`src/pkg/tmr_pkg.sv`:
```
/*
 Shared constants of the 16-bit timer/event counter channel: register map,
 field positions, reset values and the mode encoding.
 Assumes a single 10 MHz clock and an AHB-Lite register port.
 // Operation
 // - One 16-bit up-counter, internal or event clocked.
 // - Stopped: counter FFFFH, readback gives 0000H.
 // - Reset clears the run enable bit.
 // - Writes to match_slot_zero load first buffer.
 // - Counter equal to first buffer raises irq.
 // - match_slot_one loads second buffer, raises irq.
 // - Buffers reachable only through compare registers.
 // - Reset clears match_slot_zero and buffer.
 // - Reset clears match_slot_one and buffer.
 // - Edge select: none, rising, falling, both.
 // - Clock: eight divided clocks or event input.
 // - One overflow request per channel.
 // - Two match requests, one per compare.
 // - First input: capture, event, or trigger.
 // - Output pins follow output_pin_control settings.
 // - No trigger pin: software trigger only.
 // - Clearing run resets counter; setting starts.
 // - Clock select codes give divide 1..128.
 // - Mode codes ascending; highest code prohibited.
*/
package tmr_pkg;
  localparam logic [7:0] OFS_CTRL0 = 8'h00;
  localparam logic [7:0] OFS_CTRL1 = 8'h04;
  localparam logic [7:0] OFS_OUTCTL = 8'h08;
  localparam logic [7:0] OFS_EDGECTL = 8'h0C;
  localparam logic [7:0] OFS_MATCH0 = 8'h10;
  localparam logic [7:0] OFS_MATCH1 = 8'h14;
  localparam logic [7:0] OFS_COUNT = 8'h18;
  localparam logic [7:0] OFS_STATUS = 8'h1C;

  localparam int BIT_RUN = 7;
  localparam int BIT_SWTRIG = 6;
  localparam int BIT_EVTSEL = 5;
  localparam int BIT_WRAPFLAG = 0;

  localparam logic [15:0] COUNT_IDLE = 16'hFFFF;
  localparam logic [15:0] COUNT_ZERO = 16'h0000;
  localparam logic [15:0] MATCH_RESET = 16'h0000;
  localparam logic [3:0] OUTCTL_RESET = 4'h0;
  localparam logic [3:0] EDGECTL_RESET = 4'h0;
  localparam logic [6:0] PRESC_RESET = 7'h00;
  localparam logic [31:0] BUS_ZERO = 32'h0000_0000;

  typedef enum logic [1:0] {
    EDGE_NONE = 2'b00,
    EDGE_RISE = 2'b01,
    EDGE_FALL = 2'b10,
    EDGE_BOTH = 2'b11
  } edge_sel_t;

  typedef enum logic [2:0] {
    MODE_INTERVAL = 3'b000,
    MODE_EVENT = 3'b001,
    MODE_TRIG_PULSE = 3'b010,
    MODE_ONE_SHOT = 3'b011,
    MODE_PWM = 3'b100,
    MODE_FREE_RUN = 3'b101,
    MODE_PULSE_MEAS = 3'b110,
    MODE_PROHIBITED = 3'b111
  } mode_t;
endpackage

```
`src/hw/edge_detect_sync.sv`:
```
/*
 Pin synchroniser with a software-selected valid-edge detector.
 Assumes the pin is asynchronous to hclk; two flip-flops precede any logic.
*/
module edge_detect_sync
  import tmr_pkg::*;
(
  input wire logic hclk,
  input wire logic hresetn,
  input wire logic pin,
  input wire edge_sel_t sel,
  output logic valid_edge
);
  logic sync_a;
  logic sync_b;
  logic last;

  always_ff @(posedge hclk or negedge hresetn) begin
    if (!hresetn) begin
      sync_a <= 1'b0;
      sync_b <= 1'b0;
      last <= 1'b0;
    end else begin
      sync_a <= pin;
      sync_b <= sync_a;
      last <= sync_b;
    end
  end

  always_ff @(posedge hclk or negedge hresetn) begin
    if (!hresetn) begin
      valid_edge <= 1'b0;
    end else begin
      case (sel)
        EDGE_RISE: valid_edge <= sync_b & ~last;
        EDGE_FALL: valid_edge <= ~sync_b & last;
        EDGE_BOTH: valid_edge <= sync_b ^ last;
        default: valid_edge <= 1'b0;
      endcase
    end
  end
endmodule

```
`src/hw/tmr_channel.sv`:
```
/*
 One 16-bit timer/event counter channel behind an AHB-Lite slave.
 Assumes one bus master, single word transfers, and asynchronous pins
 for the capture/event/trigger inputs.
*/
// The AHB-Lite interface to the registers and the address map were left to the implementer.
module tmr_channel
  import tmr_pkg::*;
#(
  parameter bit HAS_TRIGGER_PIN = 1'b1
)
(
  input wire logic hclk,
  input wire logic hresetn,
  input wire logic hsel,
  input wire logic [31:0] haddr,
  input wire logic [1:0] htrans,
  input wire logic hwrite,
  input wire logic [2:0] hsize,
  input wire logic [31:0] hwdata,
  input wire logic hready,
  output logic hreadyout,
  output logic hresp,
  output logic [31:0] hrdata,
  input wire logic event_capture_input,
  input wire logic capture_input_b,
  output logic [1:0] timer_output_pin,
  output logic match_zero_irq,
  output logic match_one_irq,
  output logic wrap_irq
);
  logic counter_run_enable;
  logic [2:0] count_clock_select;
  logic event_select;
  mode_t timer_mode_field;
  logic [3:0] output_pin_control;
  logic [3:0] edge_select_control;
  logic [15:0] match_slot_zero;
  logic [15:0] match_slot_one;
  logic [15:0] match_buf_zero;
  logic [15:0] match_buf_one;
  logic reload_pending;
  logic wrap_flag;
  logic [15:0] count;
  logic [15:0] next_count;
  logic [6:0] presc;
  logic presc_tick;
  logic tick;
  logic advance;
  logic wrap_event;
  logic idle;
  logic started;
  logic sw_trigger;
  logic trigger;
  logic trig_mode;
  logic edge_a;
  logic edge_b;
  logic [1:0] out_state;
  logic wr_pend;
  logic rd_pend;
  logic [7:0] addr_q;
  logic take;
  logic wr_now;

  // Valid edges of the two inputs; the first serves all three roles.
  edge_detect_sync u_edge_a (
    .hclk(hclk),
    .hresetn(hresetn),
    .pin(event_capture_input),
    .sel(edge_sel_t'(edge_select_control[1:0])),
    .valid_edge(edge_a)
  );

  edge_detect_sync u_edge_b (
    .hclk(hclk),
    .hresetn(hresetn),
    .pin(capture_input_b),
    .sel(edge_sel_t'(edge_select_control[3:2])),
    .valid_edge(edge_b)
  );

  // Bus side: writes take no wait state, reads take one.
  assign take = hsel & htrans[1] & hready;
  assign wr_now = wr_pend;

  always_ff @(posedge hclk or negedge hresetn) begin
    if (!hresetn) begin
      wr_pend <= 1'b0;
      rd_pend <= 1'b0;
      addr_q <= 8'h00;
    end else begin
      wr_pend <= take & hwrite;
      rd_pend <= take & ~hwrite;
      if (take) begin
        addr_q <= haddr[7:0];
      end
    end
  end

  always_ff @(posedge hclk or negedge hresetn) begin
    if (!hresetn) begin
      hreadyout <= 1'b1;
      hresp <= 1'b0;
    end else begin
      hreadyout <= ~(take & ~hwrite);
      hresp <= 1'b0;
    end
  end

  always_ff @(posedge hclk or negedge hresetn) begin
    if (!hresetn) begin
      hrdata <= BUS_ZERO;
    end else if (rd_pend) begin
      case (addr_q)
        OFS_CTRL0: hrdata <= {24'h00_0000, counter_run_enable, 4'h0,
                              count_clock_select};
        OFS_CTRL1: hrdata <= {24'h00_0000, 2'b00, event_select, 2'b00,
                              timer_mode_field};
        OFS_OUTCTL: hrdata <= {28'h000_0000, output_pin_control};
        OFS_EDGECTL: hrdata <= {28'h000_0000, edge_select_control};
        OFS_MATCH0: hrdata <= {16'h0000, match_slot_zero};
        OFS_MATCH1: hrdata <= {16'h0000, match_slot_one};
        // Stopped counter reads zero though it sits at all ones.
        OFS_COUNT: hrdata <= counter_run_enable ? {16'h0000, count}
                                                : BUS_ZERO;
        OFS_STATUS: hrdata <= {31'h0000_0000, wrap_flag};
        default: hrdata <= BUS_ZERO;
      endcase
    end
  end

  // Control registers.
  always_ff @(posedge hclk or negedge hresetn) begin
    if (!hresetn) begin
      counter_run_enable <= 1'b0;
      count_clock_select <= 3'b000;
      event_select <= 1'b0;
      timer_mode_field <= MODE_INTERVAL;
      output_pin_control <= OUTCTL_RESET;
      edge_select_control <= EDGECTL_RESET;
      sw_trigger <= 1'b0;
    end else begin
      sw_trigger <= 1'b0;
      if (wr_now) begin
        case (addr_q)
          OFS_CTRL0: begin
            counter_run_enable <= hwdata[BIT_RUN];
            count_clock_select <= hwdata[2:0];
          end
          OFS_CTRL1: begin
            event_select <= hwdata[BIT_EVTSEL];
            timer_mode_field <= mode_t'(hwdata[2:0]);
            sw_trigger <= hwdata[BIT_SWTRIG];
          end
          OFS_OUTCTL: output_pin_control <= hwdata[3:0];
          OFS_EDGECTL: edge_select_control <= hwdata[3:0];
          default: ;
        endcase
      end
    end
  end

  // Prescaler runs only while enabled so every start has the same phase.
  always_ff @(posedge hclk or negedge hresetn) begin
    if (!hresetn) begin
      presc <= PRESC_RESET;
    end else if (!counter_run_enable) begin
      presc <= PRESC_RESET;
    end else begin
      presc <= presc + 7'h01;
    end
  end

  always_comb begin
    presc_tick = counter_run_enable;
    for (int i = 0; i < 7; i++) begin
      if (i < int'(count_clock_select)) begin
        presc_tick = presc_tick & presc[i];
      end
    end
  end

  // Event mode always counts input edges, whatever the select bit says.
  assign tick = (event_select | (timer_mode_field == MODE_EVENT))
                ? edge_a : presc_tick;
  assign trig_mode = (timer_mode_field == MODE_TRIG_PULSE) |
                     (timer_mode_field == MODE_ONE_SHOT);
  // Without a trigger pin only software may start a pulse.
  assign trigger = trig_mode & (sw_trigger |
                   (HAS_TRIGGER_PIN & edge_a));

  always_comb begin
    next_count = count;
    advance = 1'b0;
    wrap_event = 1'b0;
    if (!counter_run_enable) begin
      next_count = COUNT_IDLE;
    end else if (timer_mode_field == MODE_PROHIBITED) begin
      next_count = count;
    end else if (trigger) begin
      next_count = COUNT_ZERO;
      advance = 1'b1;
    end else if ((timer_mode_field == MODE_PULSE_MEAS) && edge_a) begin
      next_count = COUNT_ZERO;
      advance = 1'b1;
    end else if (tick && !(trig_mode && idle)) begin
      advance = 1'b1;
      if (timer_mode_field == MODE_ONE_SHOT && count == match_buf_zero) begin
        next_count = COUNT_IDLE;
        advance = 1'b0;
      end else if (timer_mode_field != MODE_FREE_RUN &&
                   timer_mode_field != MODE_EVENT &&
                   timer_mode_field != MODE_PULSE_MEAS &&
                   count == match_buf_zero && started) begin
        next_count = COUNT_ZERO;
      end else begin
        next_count = count + 16'h0001;
        wrap_event = (count == COUNT_IDLE) & started;
      end
    end
  end

  always_ff @(posedge hclk or negedge hresetn) begin
    if (!hresetn) begin
      count <= COUNT_IDLE;
      started <= 1'b0;
      idle <= 1'b1;
    end else begin
      count <= next_count;
      if (!counter_run_enable) begin
        started <= 1'b0;
        idle <= 1'b1;
      end else begin
        if (advance) begin
          started <= 1'b1;
        end
        if (trigger) begin
          idle <= 1'b0;
        end else if (timer_mode_field == MODE_ONE_SHOT && tick && !idle &&
                     count == match_buf_zero) begin
          idle <= 1'b1;
        end
      end
    end
  end

  // Compare registers and their hidden buffers. PWM reloads at period end
  // so a new duty never tears the running cycle.
  always_ff @(posedge hclk or negedge hresetn) begin
    if (!hresetn) begin
      match_slot_zero <= MATCH_RESET;
      match_slot_one <= MATCH_RESET;
      match_buf_zero <= MATCH_RESET;
      match_buf_one <= MATCH_RESET;
      reload_pending <= 1'b0;
    end else begin
      if (wr_now && addr_q == OFS_MATCH0) begin
        match_slot_zero <= hwdata[15:0];
      end
      if (wr_now && addr_q == OFS_MATCH1) begin
        match_slot_one <= hwdata[15:0];
      end
      if (counter_run_enable && timer_mode_field == MODE_PULSE_MEAS &&
          edge_a) begin
        match_slot_zero <= count;
      end
      if (counter_run_enable && timer_mode_field == MODE_PULSE_MEAS &&
          edge_b) begin
        match_slot_one <= count;
      end
      if (wr_now && (addr_q == OFS_MATCH0 || addr_q == OFS_MATCH1) &&
          counter_run_enable && timer_mode_field == MODE_PWM) begin
        reload_pending <= 1'b1;
      end else if (reload_pending && advance && next_count == COUNT_ZERO) begin
        match_buf_zero <= match_slot_zero;
        match_buf_one <= match_slot_one;
        reload_pending <= 1'b0;
      end else if (!reload_pending) begin
        match_buf_zero <= match_slot_zero;
        match_buf_one <= match_slot_one;
      end
    end
  end

  // Status flag: a wrap in the clearing cycle keeps it set.
  always_ff @(posedge hclk or negedge hresetn) begin
    if (!hresetn) begin
      wrap_flag <= 1'b0;
    end else if (!counter_run_enable) begin
      wrap_flag <= 1'b0;
    end else if (wrap_event) begin
      wrap_flag <= 1'b1;
    end else if (wr_now && addr_q == OFS_STATUS && !hwdata[BIT_WRAPFLAG]) begin
      wrap_flag <= 1'b0;
    end
  end

  // Request pulses, one cycle each.
  always_ff @(posedge hclk or negedge hresetn) begin
    if (!hresetn) begin
      match_zero_irq <= 1'b0;
      match_one_irq <= 1'b0;
      wrap_irq <= 1'b0;
    end else begin
      match_zero_irq <= advance & (next_count == match_buf_zero);
      match_one_irq <= advance & (next_count == match_buf_one);
      wrap_irq <= wrap_event;
    end
  end

  // Output pins: bit 0 of each pair enables toggling, bit 1 is the idle
  // level; stopping the counter returns both pins to that level.
  always_ff @(posedge hclk or negedge hresetn) begin
    if (!hresetn) begin
      out_state <= 2'b00;
    end else if (!counter_run_enable) begin
      out_state <= 2'b00;
    end else if (advance) begin
      if (next_count == match_buf_zero && output_pin_control[0]) begin
        out_state[0] <= ~out_state[0];
      end
      if (timer_mode_field == MODE_PWM || trig_mode) begin
        if (next_count == COUNT_ZERO) begin
          out_state[1] <= output_pin_control[2];
        end else if (next_count == match_buf_one) begin
          out_state[1] <= 1'b0;
        end
      end else if (next_count == match_buf_one && output_pin_control[2]) begin
        out_state[1] <= ~out_state[1];
      end
    end
  end

  always_ff @(posedge hclk or negedge hresetn) begin
    if (!hresetn) begin
      timer_output_pin <= 2'b00;
    end else begin
      timer_output_pin <= {out_state[1] ^ output_pin_control[3],
                           out_state[0] ^ output_pin_control[1]};
    end
  end
endmodule

```
`config.mk`:
```
export PLATFORM = sky130hd
export DESIGN_NAME = tmr_channel
export DESIGN_NICKNAME = d
export VERILOG_FILES = /design/src/pkg/tmr_pkg.sv /design/src/hw/edge_detect_sync.sv /design/src/hw/tmr_channel.sv
export SDC_FILE = /design/constraint.sdc
export NUM_CORES = 1
export LEC_CHECK = 0
export ABC_AREA = 1
export BUFFER_PORTS_ARGS = -buffer_cell sky130_fd_sc_hd__buf_2
export CORE_MARGIN = 4
export CORE_UTILIZATION = 44
export CTS_CLUSTER_SIZE = 24
export DETAILED_ROUTE_END_ITERATION = 12
export PLACE_DENSITY = 0.74
export SLEW_MARGIN = 10
export SYNTH_ARGS = -nofsm -noshare
export SYNTH_HDL_FRONTEND = slang
export SYNTH_SLANG_ARGS = --single-unit
export TNS_END_PERCENT = 30
```
`constraint.sdc`:
```
create_clock -name hclk -period 2.81 [get_ports hclk]
set_input_delay 0.1405 -clock hclk [delete_from_list [all_inputs] [get_ports hclk]]
set_output_delay 0.1405 -clock hclk [all_outputs]
set_load 0.02 [all_outputs]
```
# After elaboration in Yosys (flattened, before gate mapping)
# Index checks and enable logic that the tools add are counted.
dict set report word_totals {
  ff_bits 166
  inputBits 76
  output_inout_bits 39
}
dict set report op_classes {
  add_sub_neg 2
  magnitude_cmp 7
  eq_ne 33
  mux 60
  bitwise_logic 35
  n_reduce_logical 42
}
# cell count
set op_table {}
lappend op_table {{2-to-1 mux 16 bit} 16}
lappend op_table {{case mux 16 bit (8 select lines)} 1}
lappend op_table {{== test 16 bit} 3}
lappend op_table {{2-to-1 mux 1 bit} 38}
lappend op_table {{== test 8 x 5 -> 1 bit (second input constant)} 4}
lappend op_table {{logical AND 1 bit} 25}
lappend op_table {{AND 1 bit} 19}
lappend op_table {{adder 16 x 1 -> 16 bit (second input constant)} 1}
lappend op_table {{== test 16 bit (second input constant)} 1}
lappend op_table {{== test 8 x 4 -> 1 bit (second input constant)} 2}
lappend op_table {{zero test 16 bit} 1}
lappend op_table {{AND reduction 2 bit} 6}
lappend op_table {{== test 3 bit (second input constant)} 3}
lappend op_table {{less-than comparator 3 bit (first input constant)} 3}
lappend op_table {{!= test 3 x 1 -> 1 bit (second input constant)} 3}
lappend op_table {{inverter 1 bit} 9}
lappend op_table {{== test 2 bit (second input constant)} 4}
lappend op_table {{== test 8 x 3 -> 1 bit (second input constant)} 1}
lappend op_table {{zero test 8 bit} 1}
lappend op_table {{adder 7 x 1 -> 7 bit (second input constant)} 1}
lappend op_table {{2-to-1 mux 7 bit} 1}
lappend op_table {{== test 3 x 2 -> 1 bit (second input constant)} 2}
lappend op_table {{less-than comparator 1 x 3 -> 1 bit (first input constant)} 2}
lappend op_table {{less-than comparator 2 x 3 -> 1 bit (first input constant)} 2}
lappend op_table {{other kinds (14)} 30}

# Logic depth before layout (Yosys ltp)
# Gate-level depths: netlist of the first run.
dict set report logic_depth {
  ltp_word 27
  depth_mapped 25
  depth_no_buf 22
}

# By module
# From an unflattened synthesis of the first run, not the netlist that was laid out.
dict set report hier_totals {
  hier_cells 1081
  hier_area_um2 8349.3
}
# module instances cells_per_inst area_each_um2 seq_area_each_um2
set by_module_without_submodules {}
lappend by_module_without_submodules {tmr_channel 1 1051 8021.4 3575.9}
lappend by_module_without_submodules {edge_detect_sync 2 15 163.9 100.1}

# Worst setup path before layout of the first run
# OpenSTA, ideal clock, no wires.
dict set report synth_timing {
  kind {reg2reg}
  from {reg count[0]}
  to {reg match_buf_zero[10]}
  arrival_time_ps 2649
  required_ps 2692
  setup_slack_ps 43
  path_stages_with_launch 23
  period_less_slack_ps 2767
  path_cell_list {dfstp_2 > ha_1 > nand2_1 > inv_2 > nand3_2 > nor2_4 > nand3_1 > or2_2 > nand3_2 > nand2_1 > nand2_2 > nand2_2 > nor2_2 > nand2_1 > nor2_2 > and2_4 > nand2_2 > nand2_2 > nand2_2 > buf_6 > buf_6 > nand2_1 > o21ai_2}
}
dict set report synth_via {
  elab_chain_len 14
}
# item line
set synth_rtl {}
lappend synth_rtl {{start: declaration} tmr_channel.sv:44} ;# logic [15:0] count;
lappend synth_rtl {{start signal: assignment} tmr_channel.sv:229} ;# count <= next_count;
lappend synth_rtl {{parallel branches: the longest is 4 deep, another holds adder 16 x 1 -> 16 bit} --}
lappend synth_rtl {{2-to-1 mux 16 bit *} tmr_channel.sv:208} ;# if (timer_mode_field == MODE_ONE_SHOT && count == match_buf_zero) begin
lappend synth_rtl {{2-to-1 mux 16 bit *} tmr_channel.sv:206} ;# end else if (tick && !(trig_mode && idle)) begin
lappend synth_rtl {{2-to-1 mux 16 bit *} tmr_channel.sv:203} ;# end else if ((timer_mode_field == MODE_PULSE_MEAS) && edge_a) begin
lappend synth_rtl {{2-to-1 mux 16 bit *} tmr_channel.sv:200} ;# end else if (trigger) begin
lappend synth_rtl {{2-to-1 mux 16 bit *} tmr_channel.sv:198} ;# end else if (timer_mode_field == MODE_PROHIBITED) begin
lappend synth_rtl {{2-to-1 mux 16 bit *} tmr_channel.sv:196} ;# if (!counter_run_enable) begin
lappend synth_rtl {{named net next_count[12]} tmr_channel.sv:45} ;# logic [15:0] next_count;
lappend synth_rtl {{zero test 16 bit *} tmr_channel.sv:274} ;# end else if (reload_pending && advance && next_count == COUNT_ZERO) begin
lappend synth_rtl {{logical AND 1 bit *} tmr_channel.sv:274}
lappend synth_rtl {{!= test 2 x 1 -> 1 bit (no line)} --}
lappend synth_rtl {{AND reduction 2 bit (no line)} --}
lappend synth_rtl {{end signal: assignment} tmr_channel.sv:275} ;# match_buf_zero <= match_slot_zero;
lappend synth_rtl {{end signal: assignment} tmr_channel.sv:279} ;# match_buf_zero <= match_slot_zero;
lappend synth_rtl {{end: declaration} tmr_channel.sv:40} ;# logic [15:0] match_buf_zero;
# Mark *: on every way through the listed nets, which the timed path passes.
# A chain may end at the register's enable or synchronous reset.

# Final worst setup path of the first run
dict set report layout_timing {
  from {reg count[1]}
  to {reg match_buf_zero[11]}
}
# The elaborated chain is that of the path after synthesis.

==> run summary, run 1 <==
status - finished, violations left
failing checks - negative setup slack
LEAKAGE - 5.631 nW
fin crit period - 3.093 ns
largest net degree at the start of global routing - 55
Final Cycle Share - 1.101
WP buf/inv - 3
yosys warns - 0
total I/O pin count - 115
Clock power frac - 0.289
Core Area - 18830 µm²
Slew Limit Fails - 0
Rows - 50
root buffer cell - clkbuf_16
Reg area - 3776 µm²
layout cells sized above 1 - 0.3166
pwr/cell area - 710.1 nW/µm²
Sw Pwr - 2.858 mW
synthesized area per cell - 7.790 µm²
Post-synth top flop - dfrtp_1
diode count - 0
Sequential Power Share - 0.355
Mapped Area - 8476 µm²
worst-path fanout max - 8
Reg clk slew, reported paths - 0.07 ns
setup ws final - -0.2831 ns
Hold Fails Final Rpt - 0
Die X - 146.8 µm
post-route ant nets - 0
DR WL/cell - 17.48 µm
clock skew - 0.01057 ns
total grt overflow - 0
Min-Delay Path Class - input port to flip-flop
combinational power share - 0.356
area of the multi-input gates - 4295 µm²
CTS tree - done
wirelength, routed - 27120 µm
Post-synth EDFFs - 0
Layout area overhead - 32.00%
Final Util - 0.5942
CTS Sinks - 150
ordered cell list for the critical path - buf_12 -> ha_4 -> nand2_4 -> inv_4 -> nand3_4 -> nor2_4 -> nand3_2 -> or2_4 -> nand3_2 -> nand2_2 -> nand2_2 -> nand2_2 -> nor2_4 -> nand2_2 -> nor2_4 -> and2_4 -> nand2_4 -> nand2_8 -> nand2_8 -> clkbuf_16 -> nand2_2 -> o21ai_2
crit start category - flip-flop
endpoint type of the worst setup path - flip-flop
Post-synth ARST share - 1.000
Global Route Usage Sum - 0.2490
DR iter-0 viols - 765
Post-Layout Cell Count - 1552
first-pass GRT wire length - 42410 µm
Post-Place Cells - 1483
nets@finish - 1362
fraction of power spent switching nets - 0.3597
crit path DAT - 3.42 ns
Worst-Skew Late Latency - 0.44 ns
Synth Register Bits - 150
WP data required - 3.13 ns
DIE HEIGHT - 146.8 µm
gpl congestion - 0.9474
Pre-Repair DR Iteration Count - 6
fill count - 1612
initial antenna violation count - 0
number of buffers created by CTS - 17
CTS max path bufs - 2
vias in the first global route - 8189
critical path class - flip-flop to flip-flop
Crit path top cell by count - nand2_2
Largest stage delay, worst path - 0.61 ns
vias - 8280
Int Power - 5.087 mW
max cap viols - 0
Pwr Total - 7.945 mW
CP top delay family - simple AND/OR/NAND/NOR gates
RSZ-0062 raised after global routing - yes
Seq/Total Area, Yosys - 0.4455
initial core utilization - 0.4501
DRC Markers - 0
die area - 21550 µm²
Slowest cell on crit path - dfstp_2
routed vias/inst - 5.335
Setup violations, final - 37
number of buffers added on ports - 53
Fmax - 323.3 MHz
measured slew at the worst slew-check pin - 1.034 ns
htree depth - 4
synth unique cells - 49
hpwl dp - 18510 µm
cell count after synthesis - 1088
Worst slew margin - 0.3102
VDD IR max - 0.4510 mV
## worst reg2reg max path, stage by stage, from the launching register on
cell and delay [ns]:
dfstp_2 0.61, buf_12 0.13, ha_4 0.14, nand2_4 0.06
inv_4 0.06, nand3_4 0.07, nor2_4 0.13, nand3_2 0.11
or2_4 0.26, nand3_2 0.07, nand2_2 0.06, nand2_2 0.06
nand2_2 0.07, nor2_4 0.12, nand2_2 0.07, nor2_4 0.14
and2_4 0.18, nand2_4 0.07, nand2_8 0.11, nand2_8 0.11
clkbuf_16 0.24, nand2_2 0.06, o21ai_2 0.05
## stage by stage
step	setup WS [ns]	TNS (ns)	cell area, µm²	hold WS, ns
after floorplan	0.04287	0	8536	-0.1551
after global placement	-0.1523	-4.550	9763	0.1240
after detailed placement	-0.1723	-5.215	9763	0.1312
after CTS	-0.1430	-4.068	10790	0.001160
after global routing	-0.4155	-14.32	11190	0.01097
final	-0.2831	-9.061	11190	0.01203
## power groups by stage
stage / combinational [mW] / clock [mW] / sequential [mW]
CTS: 2.64 / 2.32 / 2.80
detailed placement: 2.51 / 0 / 2.83
global route: 3.11 / 2.41 / 2.86
floorplan: 1.56 / 0 / 2.80
finish: 2.83 / 2.30 / 2.82
global placement: 2.47 / 0 / 2.81
## layout by cell type, fill, tap and decap left out, types with 4 or more instances in the layout
master and n:
nand2_1 241, nor3_1 10, o21ai_2 23, ha_1 5
o211ai_1 9, a221oi_1 4, buf_6 8, buf_12 8
dlygate4sd3_1 18, buf_2 52, nor2_2 18, a21oi_1 59
inv_1 117, nor2_1 70, nor2_4 11, o21ai_0 69
xor2_2 4, xor2_1 21, mux2_2 5, buf_4 116
nand3_4 4, o22ai_1 25, dfrtp_1 132, o221ai_1 5
o21ai_1 9, nand2_2 55, nand3_2 12, a31oi_1 8
nand3_1 41, inv_6 4, nand4_1 7, nand2_4 6
inv_2 16, dfstp_2 18, clkbuf_16 19, conb_1 17
## logic make-up (layout without fill, tap and decap cells)
family,Yosys count,after routing,share of synthesized area
other cells,1,17,0.0004424
xor+xnor,26,26,0.02687
compound gates,221,221,0.1543
buf+inv,189,374,0.1016
simple gates,490,493,0.2558
flops,150,150,0.4455
fa+ha+maj,6,6,0.008857
mux,5,5,0.006643
## final cells by class
type / count / share of cell area
clock buffer: 18 / 0.03925
multi-input combinational: 768 / 0.3839
tap: 260 / 0.02908
inverter: 136 / 0.04585
sequential: 150 / 0.3375
clock inverter: 13 / 0.01297
timing repair buffer: 207 / 0.1514
## routing by layer
| layer | vias to the layer above | track usage | share of wire |
|---|---|---|---|
| li1 | 3879 | - | - |
| met2 | 356 | 0.4204 | 0.49 |
| met4 | 0 | 0.1030 | 0.033 |
| met5 | - | 0 | 0 |
| met3 | 65 | 0.04442 | 0.080 |
| met1 | 3980 | 0.3164 | 0.40 |
## flip-flops by register name (all words and copies together), names as in the netlist, 3 cells and up
register and count:
addr_q 8, count 16, count_clock_select 3, edge_select_control 4
hrdata 16, match_buf_one 16, match_buf_zero 16, match_slot_one 16
match_slot_zero 16, output_pin_control 4, presc 7, timer_mode_field 3
## Yosys cell counts, types with 2 or more instances
library cell	number	area (µm²)
nand3_1	46	230.2
dfstp_2	18	473.0
o21ai_1	11	55.05
nor2_1	88	330.3
nor3_1	10	50.05
o21ai_2	20	175.2
nand2_2	23	143.9
nor3b_1	3	22.52
ha_1	6	75.07
o211ai_1	9	67.56
nand2_4	3	33.78
o22ai_1	25	156.4
nor2_4	4	45.04
clkbuf_1	20	75.07
a31oi_1	8	50.05
a221oi_1	4	35.03
nand3_2	8	80.08
buf_6	7	78.83
o21ai_0	70	350.3
dfrtp_1	132	3303
nand4_1	7	43.79
or2_2	3	18.77
nor4_1	6	37.54
a21oi_1	60	300.3
clkinv_1	2	7.510
nand2_1	278	1044
buf_4	21	157.7
inv_1	118	442.9
xor2_1	25	219.0
nor2_2	7	43.79
o221ai_1	5	43.79
mux2_2	5	56.30
a211oi_1	2	15.01
buf_2	3	15.01
a21oi_2	2	17.52
inv_2	16	60.06
## path summary, 6_finish.rpt
check	start	end	slack, ns	cells after the start
setup / recovery	count[1]$_DFF_PN1_	match_buf_zero[11]$_DFFE_PN0P_	-0.28	22
hold / removal	hwdata[8]	match_slot_zero[8]$_DFFE_PN0P_	0.01	3
setup reg to reg	count[1]$_DFF_PN1_	match_buf_zero[11]$_DFFE_PN0P_	-0.28	22
hold reg to reg	u_edge_b.sync_a$_DFF_PN0_	u_edge_b.sync_b$_DFF_PN0_	0.35	0
max in group asynchronous	hresetn	addr_q[0]$_DFFE_PN0P_	1.80	3
min in group asynchronous	hresetn	match_buf_one[11]$_DFFE_PN0P_	0.24	2
## repair_timing
item / 4_1_cts / 5_1_grt
resized for setup: 32 / 75
gates cloned: 5 / 3
pin swaps: 12 / 36
setup endpoints to repair: 37 / 37
hold buffers: 18 / 0
setup buffers: 5 / 7
endpoints found under the hold margin: 61 / 0
Note: power is estimated with default switching activity, not from simulation.
==> inputs of run 2 (changes only) <==
PLACE_DENSITY = 0.72   (was 0.74)
RECOVER_POWER = 50   (was unset)
clock period = 4 ns   (was 2.81 ns; I/O delays follow)
==> run summary, run 2 (synthesis gave the netlist of run 1 again) <==
largest net degree at the start of global routing - 68 (was 55)
LEAKAGE - 4.776 nW (was 5.631 nW)
Final Cycle Share - 0.8637 (was 1.101)
crit start category - flip-flop (unchanged)
top layer in use - met4 (unchanged)
Total Negative Setup Slacks - 0 ns (was -9.061 ns)
total grt overflow - 0 (unchanged)
initial core utilization - 0.4501 (unchanged)
Min-Delay Path Class - input port to flip-flop (unchanged)
gpl congestion - 0.9381 (was 0.9474)
number of buffers added on ports - 53 (unchanged)
Final Util - 0.5087 (was 0.5942)
post-route ant nets - 0 (unchanged)
root buffer cell - clkbuf_16 (unchanged)
fin crit period - 3.455 ns (was 3.093 ns)
crit path DAT - 3.77 ns (was 3.42 ns)
Worst-Skew Late Latency - 0.43 ns (was 0.44 ns)
hpwl dp - 17040 µm (was 18510 µm)
max cap viols - 2 (was 0)
status - finished, violations left (unchanged)
Reg area - 3776 µm² (unchanged)
first-pass GRT wire length - 38340 µm (was 42410 µm)
Rows - 50 (unchanged)
Fmax - 289.5 MHz (was 323.3 MHz)
clock skew - 0.007314 ns (was 0.01057 ns)
DR WL/cell - 16.69 µm (was 17.48 µm)
total I/O pin count - 115 (unchanged)
CTS tree - done (unchanged)
WP data required - 4.31 ns (was 3.13 ns)
Global Route Usage Sum - 0.2251 (was 0.2490)
endpoint type of the worst setup path - flip-flop (unchanged)
measured slew at the worst slew-check pin - 2.281 ns (was 1.034 ns)
Worst slew margin - -0.5208 (was 0.3102)
VDD IR max - 0.3223 mV (was 0.4510 mV)
initial antenna violation count - 0 (unchanged)
Reg clk slew, reported paths - 0.06 ns (was 0.07 ns)
pwr/cell area - 533.8 nW/µm² (was 710.1 nW/µm²)
htree depth - 4 (unchanged)
met3 WL post-DR - 1684 µm (was 2157 µm)
R2R depth - 21 (was 22)
CTS max path bufs - 2 (unchanged)
layout cells sized above 1 - 0.1625 (was 0.3166)
area of the multi-input gates - 3899 µm² (was 4295 µm²)
met2 wire length - 10960 µm (was 13280 µm)
Setup violations, final - 0 (was 37)
diode count - 0 (unchanged)
Core Area - 18830 µm² (unchanged)
most frequent cells in the layout - nand2_1 (278), dfrtp_1 (132), inv_1 (118), nor2_1 (88), o21ai_0 (70) (was nand2_1 (241), dfrtp_1 (132), inv_1 (117), buf_4 (116), nor2_1 (70))
DRC Markers - 0 (unchanged)
Post-CTS Setup Inserts - 0 (was 5)
Pwr Total - 5.113 mW (was 7.945 mW)
worst-path fanout max - 34 (was 8)
CTS Sinks - 150 (unchanged)
die area - 21550 µm² (unchanged)
wirelength, routed - 23750 µm (was 27120 µm)
fill count - 1786 (was 1612)
vias - 7621 (was 8280)
vias in the first global route - 7345 (was 8189)
hold path depth - 2 (was 3)
Slew Limit Fails - 87 (was 0)
nets@finish - 1232 (was 1362)
DR iter-0 viols - 618 (was 765)
Hold Fails Final Rpt - 0 (unchanged)
Die X - 146.8 µm (unchanged)
number of buffers created by CTS - 17 (unchanged)
Layout area overhead - 13.02% (was 32.00%)
failing checks - max-capacitance violations, max-slew violations (was negative setup slack)
RSZ-0062 raised after global routing - no (was yes)
routed vias/inst - 5.356 (was 5.335)
most common cell after layout, fill and taps aside - nand2_1 (unchanged)
WL met1 - 9871 µm (was 10790 µm)
DIE HEIGHT - 146.8 µm (unchanged)
critical path class - flip-flop to flip-flop (unchanged)
Pre-Repair DR Iteration Count - 7 (was 6)
[run 2: area by class of cell]
class,instances,area share
well taps,260,0.03396
multi-input cells,765,0.4070
repair buffers,80,0.04781
flip-flops and latches,150,0.3942
clock buffers,22,0.04846
clock inverters,10,0.01528
inverters,136,0.05329
[run 2: per-layer routing]
metal  vias up  GRT usage
li1       3628          -
met1      3555     0.2886
met2       344     0.3593
met3        94    0.05120
met4         0     0.1119
met5         -          0
[run 2: worst paths after layout]
| check | startpoint | to | slack [ns] |
|---|---|---|---|
| setup / recovery | count[6]$_DFF_PN1_ | match_buf_zero[3]$_DFFE_PN0P_ | 0.55 |
| hold / removal | haddr[0] | addr_q[0]$_DFFE_PN0P_ | 0.006 |
| setup reg to reg | count[6]$_DFF_PN1_ | match_buf_zero[3]$_DFFE_PN0P_ | 0.55 |
| hold reg to reg | u_edge_b.sync_a$_DFF_PN0_ | u_edge_b.sync_b$_DFF_PN0_ | 0.35 |
| max in group asynchronous | hresetn | match_slot_zero[1]$_DFFE_PN0P_ | 1.11 |
| min in group asynchronous | hresetn | match_slot_one[14]$_DFFE_PN0P_ | 0.33 |
[run 2: critical path: stages (launching register included)]
cell     delay, ns
dfstp_2       0.73
inv_1         0.15
nand2_1       0.09
nand2_1       0.06
nor2_1        0.13
nand2_1       0.11
nor2_4        0.16
nand3_4       0.23
nand2_1       0.15
nand2_1       0.06
nand2_1       0.12
nand2_1       0.13
nor2_2        0.13
nand2_1       0.06
nor2_2        0.17
and2_4        0.18
nand2_2       0.05
nand2_2       0.06
nand2_2       0.06
buf_4         0.26
nor2_1        0.19
a21oi_2       0.04
[run 2: repair_timing]
action / in CTS / in global routing
gates resized for setup: 0 / 0
hold endpoints to repair: 66 / 0
hold buffers: 8 / 0
[run 2: power by group]
group          switching, mW  total [mW]  leakage (nW)  internal, mW
clock network          0.648        1.67         0.284          1.02
registers              0.223        2.02          1.67          1.79
logic                  0.916        1.43          2.82         0.515
total                   1.79        5.11          4.78          3.33
[run 2: stage by stage]
| stage | hold WS, ns | instance area [µm²] | setup WS, ns | instances |
|---|---|---|---|---|
| 3_3_place_gp | 0.2357 | 8925 | 0.7270 | 1383 |
| 5_1_grt | 0.0007457 | 9579 | 0.2714 | 1423 |
| 4_1_cts | 0.001248 | 9615 | 0.5829 | 1423 |
| 3_5_place_dp | 0.2369 | 8925 | 0.6205 | 1383 |
| 6_report | 0.005826 | 9579 | 0.5454 | 1423 |
| 2_1_floorplan | -0.09559 | 8536 | 1.233 | 1104 |
==> inputs of run 3 (changes only) <==
CTS_BUF_LIST = sky130_fd_sc_hd__clkbuf_4 sky130_fd_sc_hd__clkbuf_8 sky130_fd_sc_hd__clkbuf_16   (was unset)
==> run summary, run 3 (synthesis gave the netlist of run 1 again) <==
status - finished, violations left (unchanged)
failing checks - max-capacitance violations, max-slew violations (unchanged)
CTS max path bufs - 2 (unchanged)
LEAKAGE - 4.790 nW (was 4.776 nW)
R2R depth - 21 (unchanged)
Reg-to-Reg Start - count[6]$_DFF_PN1_ (unchanged)
total I/O pin count - 115 (unchanged)
htree depth - 4 (unchanged)
hold path startpoint - haddr[2] (was haddr[0])
Core Area - 18830 µm² (unchanged)
number of buffers created by CTS - 17 (unchanged)
Worst-Skew Late Latency - 0.44 ns (was 0.43 ns)
nets@finish - 1233 (was 1232)
diode count - 0 (unchanged)
fin crit period - 3.492 ns (was 3.455 ns)
Worst slew margin - -0.5206 (was -0.5208)
hpwl dp - 17040 µm (unchanged)
Die X - 146.8 µm (unchanged)
measured slew at the worst slew-check pin - 2.281 ns (about the same)
Slew Limit Fails - 87 (unchanged)
initial core utilization - 0.4501 (unchanged)
Final Cycle Share - 0.8731 (was 0.8637)
Global Route Usage Sum - 0.2255 (was 0.2251)
critical path class - flip-flop to flip-flop (unchanged)
max cap viols - 2 (unchanged)
die area - 21550 µm² (unchanged)
fill count - 1780 (was 1786)
clock skew - 0.009514 ns (was 0.007314 ns)
R2R Setup Slk - 0.51 ns (was 0.55 ns)
DR iter-0 viols - 626 (was 618)
Total Negative Setup Slacks - 0 ns (unchanged)
most frequent cells in the layout - nand2_1 (278), dfrtp_1 (132), inv_1 (118), nor2_1 (88), o21ai_0 (70) (unchanged)
routed vias/inst - 5.283 (was 5.356)
CTS Sinks - 150 (unchanged)
Rows - 50 (unchanged)
Layout area overhead - 13.27% (was 13.02%)
largest net degree at the start of global routing - 68 (unchanged)
Fmax - 286.3 MHz (was 289.5 MHz)
first-pass GRT wire length - 38340 µm (unchanged)
root buffer cell - clkbuf_16 (unchanged)
DRC Markers - 0 (unchanged)
most common cell after layout, fill and taps aside - nand2_1 (unchanged)
worst-path fanout max - 34 (unchanged)
layer with the highest usage - met2 (unchanged)
Setup violations, final - 0 (unchanged)
wirelength, routed - 23930 µm (was 23750 µm)
setup ws final - 0.5075 ns (was 0.5454 ns)
total grt overflow - 0 (unchanged)
Min-Delay Path Class - input port to flip-flop (unchanged)
Min-Delay Endpoint - addr_q[2]$_DFFE_PN0P_ (was addr_q[0]$_DFFE_PN0P_)
CTS tree - done (unchanged)
endpoint type of the worst setup path - flip-flop (unchanged)
Pre-Repair DR Iteration Count - 5 (was 7)
vias - 7523 (was 7621)
GR Layer Usage met2 - 0.3586 (was 0.3593)
Reg area - 3776 µm² (unchanged)
post-route ant nets - 0 (unchanged)
vias in the first global route - 7311 (was 7345)
Pwr Total - 5.148 mW (was 5.113 mW)
Critical R2R Capture - match_buf_zero[3]$_DFFE_PN0P_ (unchanged)
M1 GR Usage - 0.2917 (was 0.2886)
initial antenna violation count - 0 (unchanged)
DIE HEIGHT - 146.8 µm (unchanged)
DR WL/cell - 16.80 µm (was 16.69 µm)
Reg clk slew, reported paths - 0.06 ns (about the same)
gpl congestion - 0.9381 (unchanged)
WP data required - 4.31 ns (about the same)
Hold Fails Final Rpt - 0 (unchanged)
crit path DAT - 3.81 ns (was 3.77 ns)
layout cells sized above 1 - 0.1649 (was 0.1625)
M3 GR Usage - 0.04935 (was 0.05120)
area of the multi-input gates - 3899 µm² (unchanged)
VDD IR max - 0.3231 mV (was 0.3223 mV)
pwr/cell area - 536.2 nW/µm² (was 533.8 nW/µm²)
hold path depth - 3 (was 2)
crit start category - flip-flop (unchanged)
number of buffers added on ports - 53 (unchanged)
pre-CTS setup slack - 0.6205 ns (unchanged)
RSZ-0062 raised after global routing - no (unchanged)
Post-CTS Setup Inserts - 0 (unchanged)
## run 3: changes by cell type in the layout (fill, tap and decap cells not counted)
cell and change:
clkbuf_4 +3, clkbuf_1 -3, dlygate4sd3_1 +1
## run 3: area by class of cell
type | count | area share
Multi-Input combinational cell | 765 | 0.4061
Sequential cell | 150 | 0.3933
Inverter | 136 | 0.05317
Clock buffer | 22 | 0.04952
Timing Repair Buffer | 81 | 0.04874
Tap cell | 260 | 0.03389
Clock inverter | 10 | 0.01525
## run 3: how the worst max path moves through the flow
| stage | start | end | slack [ns] | cells after the start |
|---|---|---|---|---|
| 6_report | count[6]$_DFF_PN1_ | match_buf_zero[3]$_DFFE_PN0P_ | 0.51 | 21 |
| 5_1_grt | count[6]$_DFF_PN1_ | match_buf_zero[3]$_DFFE_PN0P_ | 0.28 | 21 |
| 4_1_cts | count[6]$_DFF_PN1_ | match_buf_zero[3]$_DFFE_PN0P_ | 0.58 | 21 |
| 3_5_place_dp | count[6]$_DFF_PN1_ | match_buf_zero[3]$_DFFE_PN0P_ | 0.62 | 21 |
| 3_3_place_gp | count[6]$_DFF_PN1_ | match_buf_zero[3]$_DFFE_PN0P_ | 0.73 | 21 |
| 2_1_floorplan | count[0]$_DFF_PN1_ | match_buf_zero[10]$_DFFE_PN0P_ | 1.23 | 22 |
## run 3: what timing repair did
action / CTS / global route
gates resized for setup: 0 / 0
hold buffers: 9 / 0
hold endpoints to repair: 67 / 0
## run 3: metrics by stage
| step | utilization | hold WS [ns] | cells | area [µm²] |
|---|---|---|---|---|
| after CTS | 0.5118 | 0.003396 | 1424 | 9637 |
| after global placement | 0.4740 | 0.2357 | 1383 | 8925 |
| after floorplan | - | -0.09559 | 1104 | 8536 |
| after global routing | 0.5098 | 0.006227 | 1424 | 9600 |
| final | 0.5098 | 0.01103 | 1424 | 9600 |
| after detailed placement | 0.4740 | 0.2369 | 1383 | 8925 |
## run 3: where the power goes
| part | internal, mW | total (mW) | switching (mW) |
|---|---|---|---|
| Sequential | 1.79 | 2.02 | 0.223 |
| Combinational | 0.516 | 1.44 | 0.921 |
| Clock | 1.04 | 1.70 | 0.656 |
| Total | 3.35 | 5.15 | 1.80 |
## run 3: critical path, cell delays in order, from the launching register on
cell	delay, ns
dfstp_2	0.73
inv_1	0.16
nand2_1	0.09
nand2_1	0.07
nor2_1	0.14
nand2_1	0.11
nor2_4	0.16
nand3_4	0.24
nand2_1	0.16
nand2_1	0.07
nand2_1	0.11
nand2_1	0.13
nor2_2	0.13
nand2_1	0.06
nor2_2	0.17
and2_4	0.18
nand2_2	0.05
nand2_2	0.06
nand2_2	0.06
buf_4	0.26
nor2_1	0.18
a21oi_2	0.04
## run 3: layer usage
metal  share of wire  vias up  wire length (µm)
li1                -     3619                 -
met4           0.044        0              1048
met3           0.066       69              1583
met5               0        -                 0
met2            0.47      329             11170
met1            0.42     3506             10130
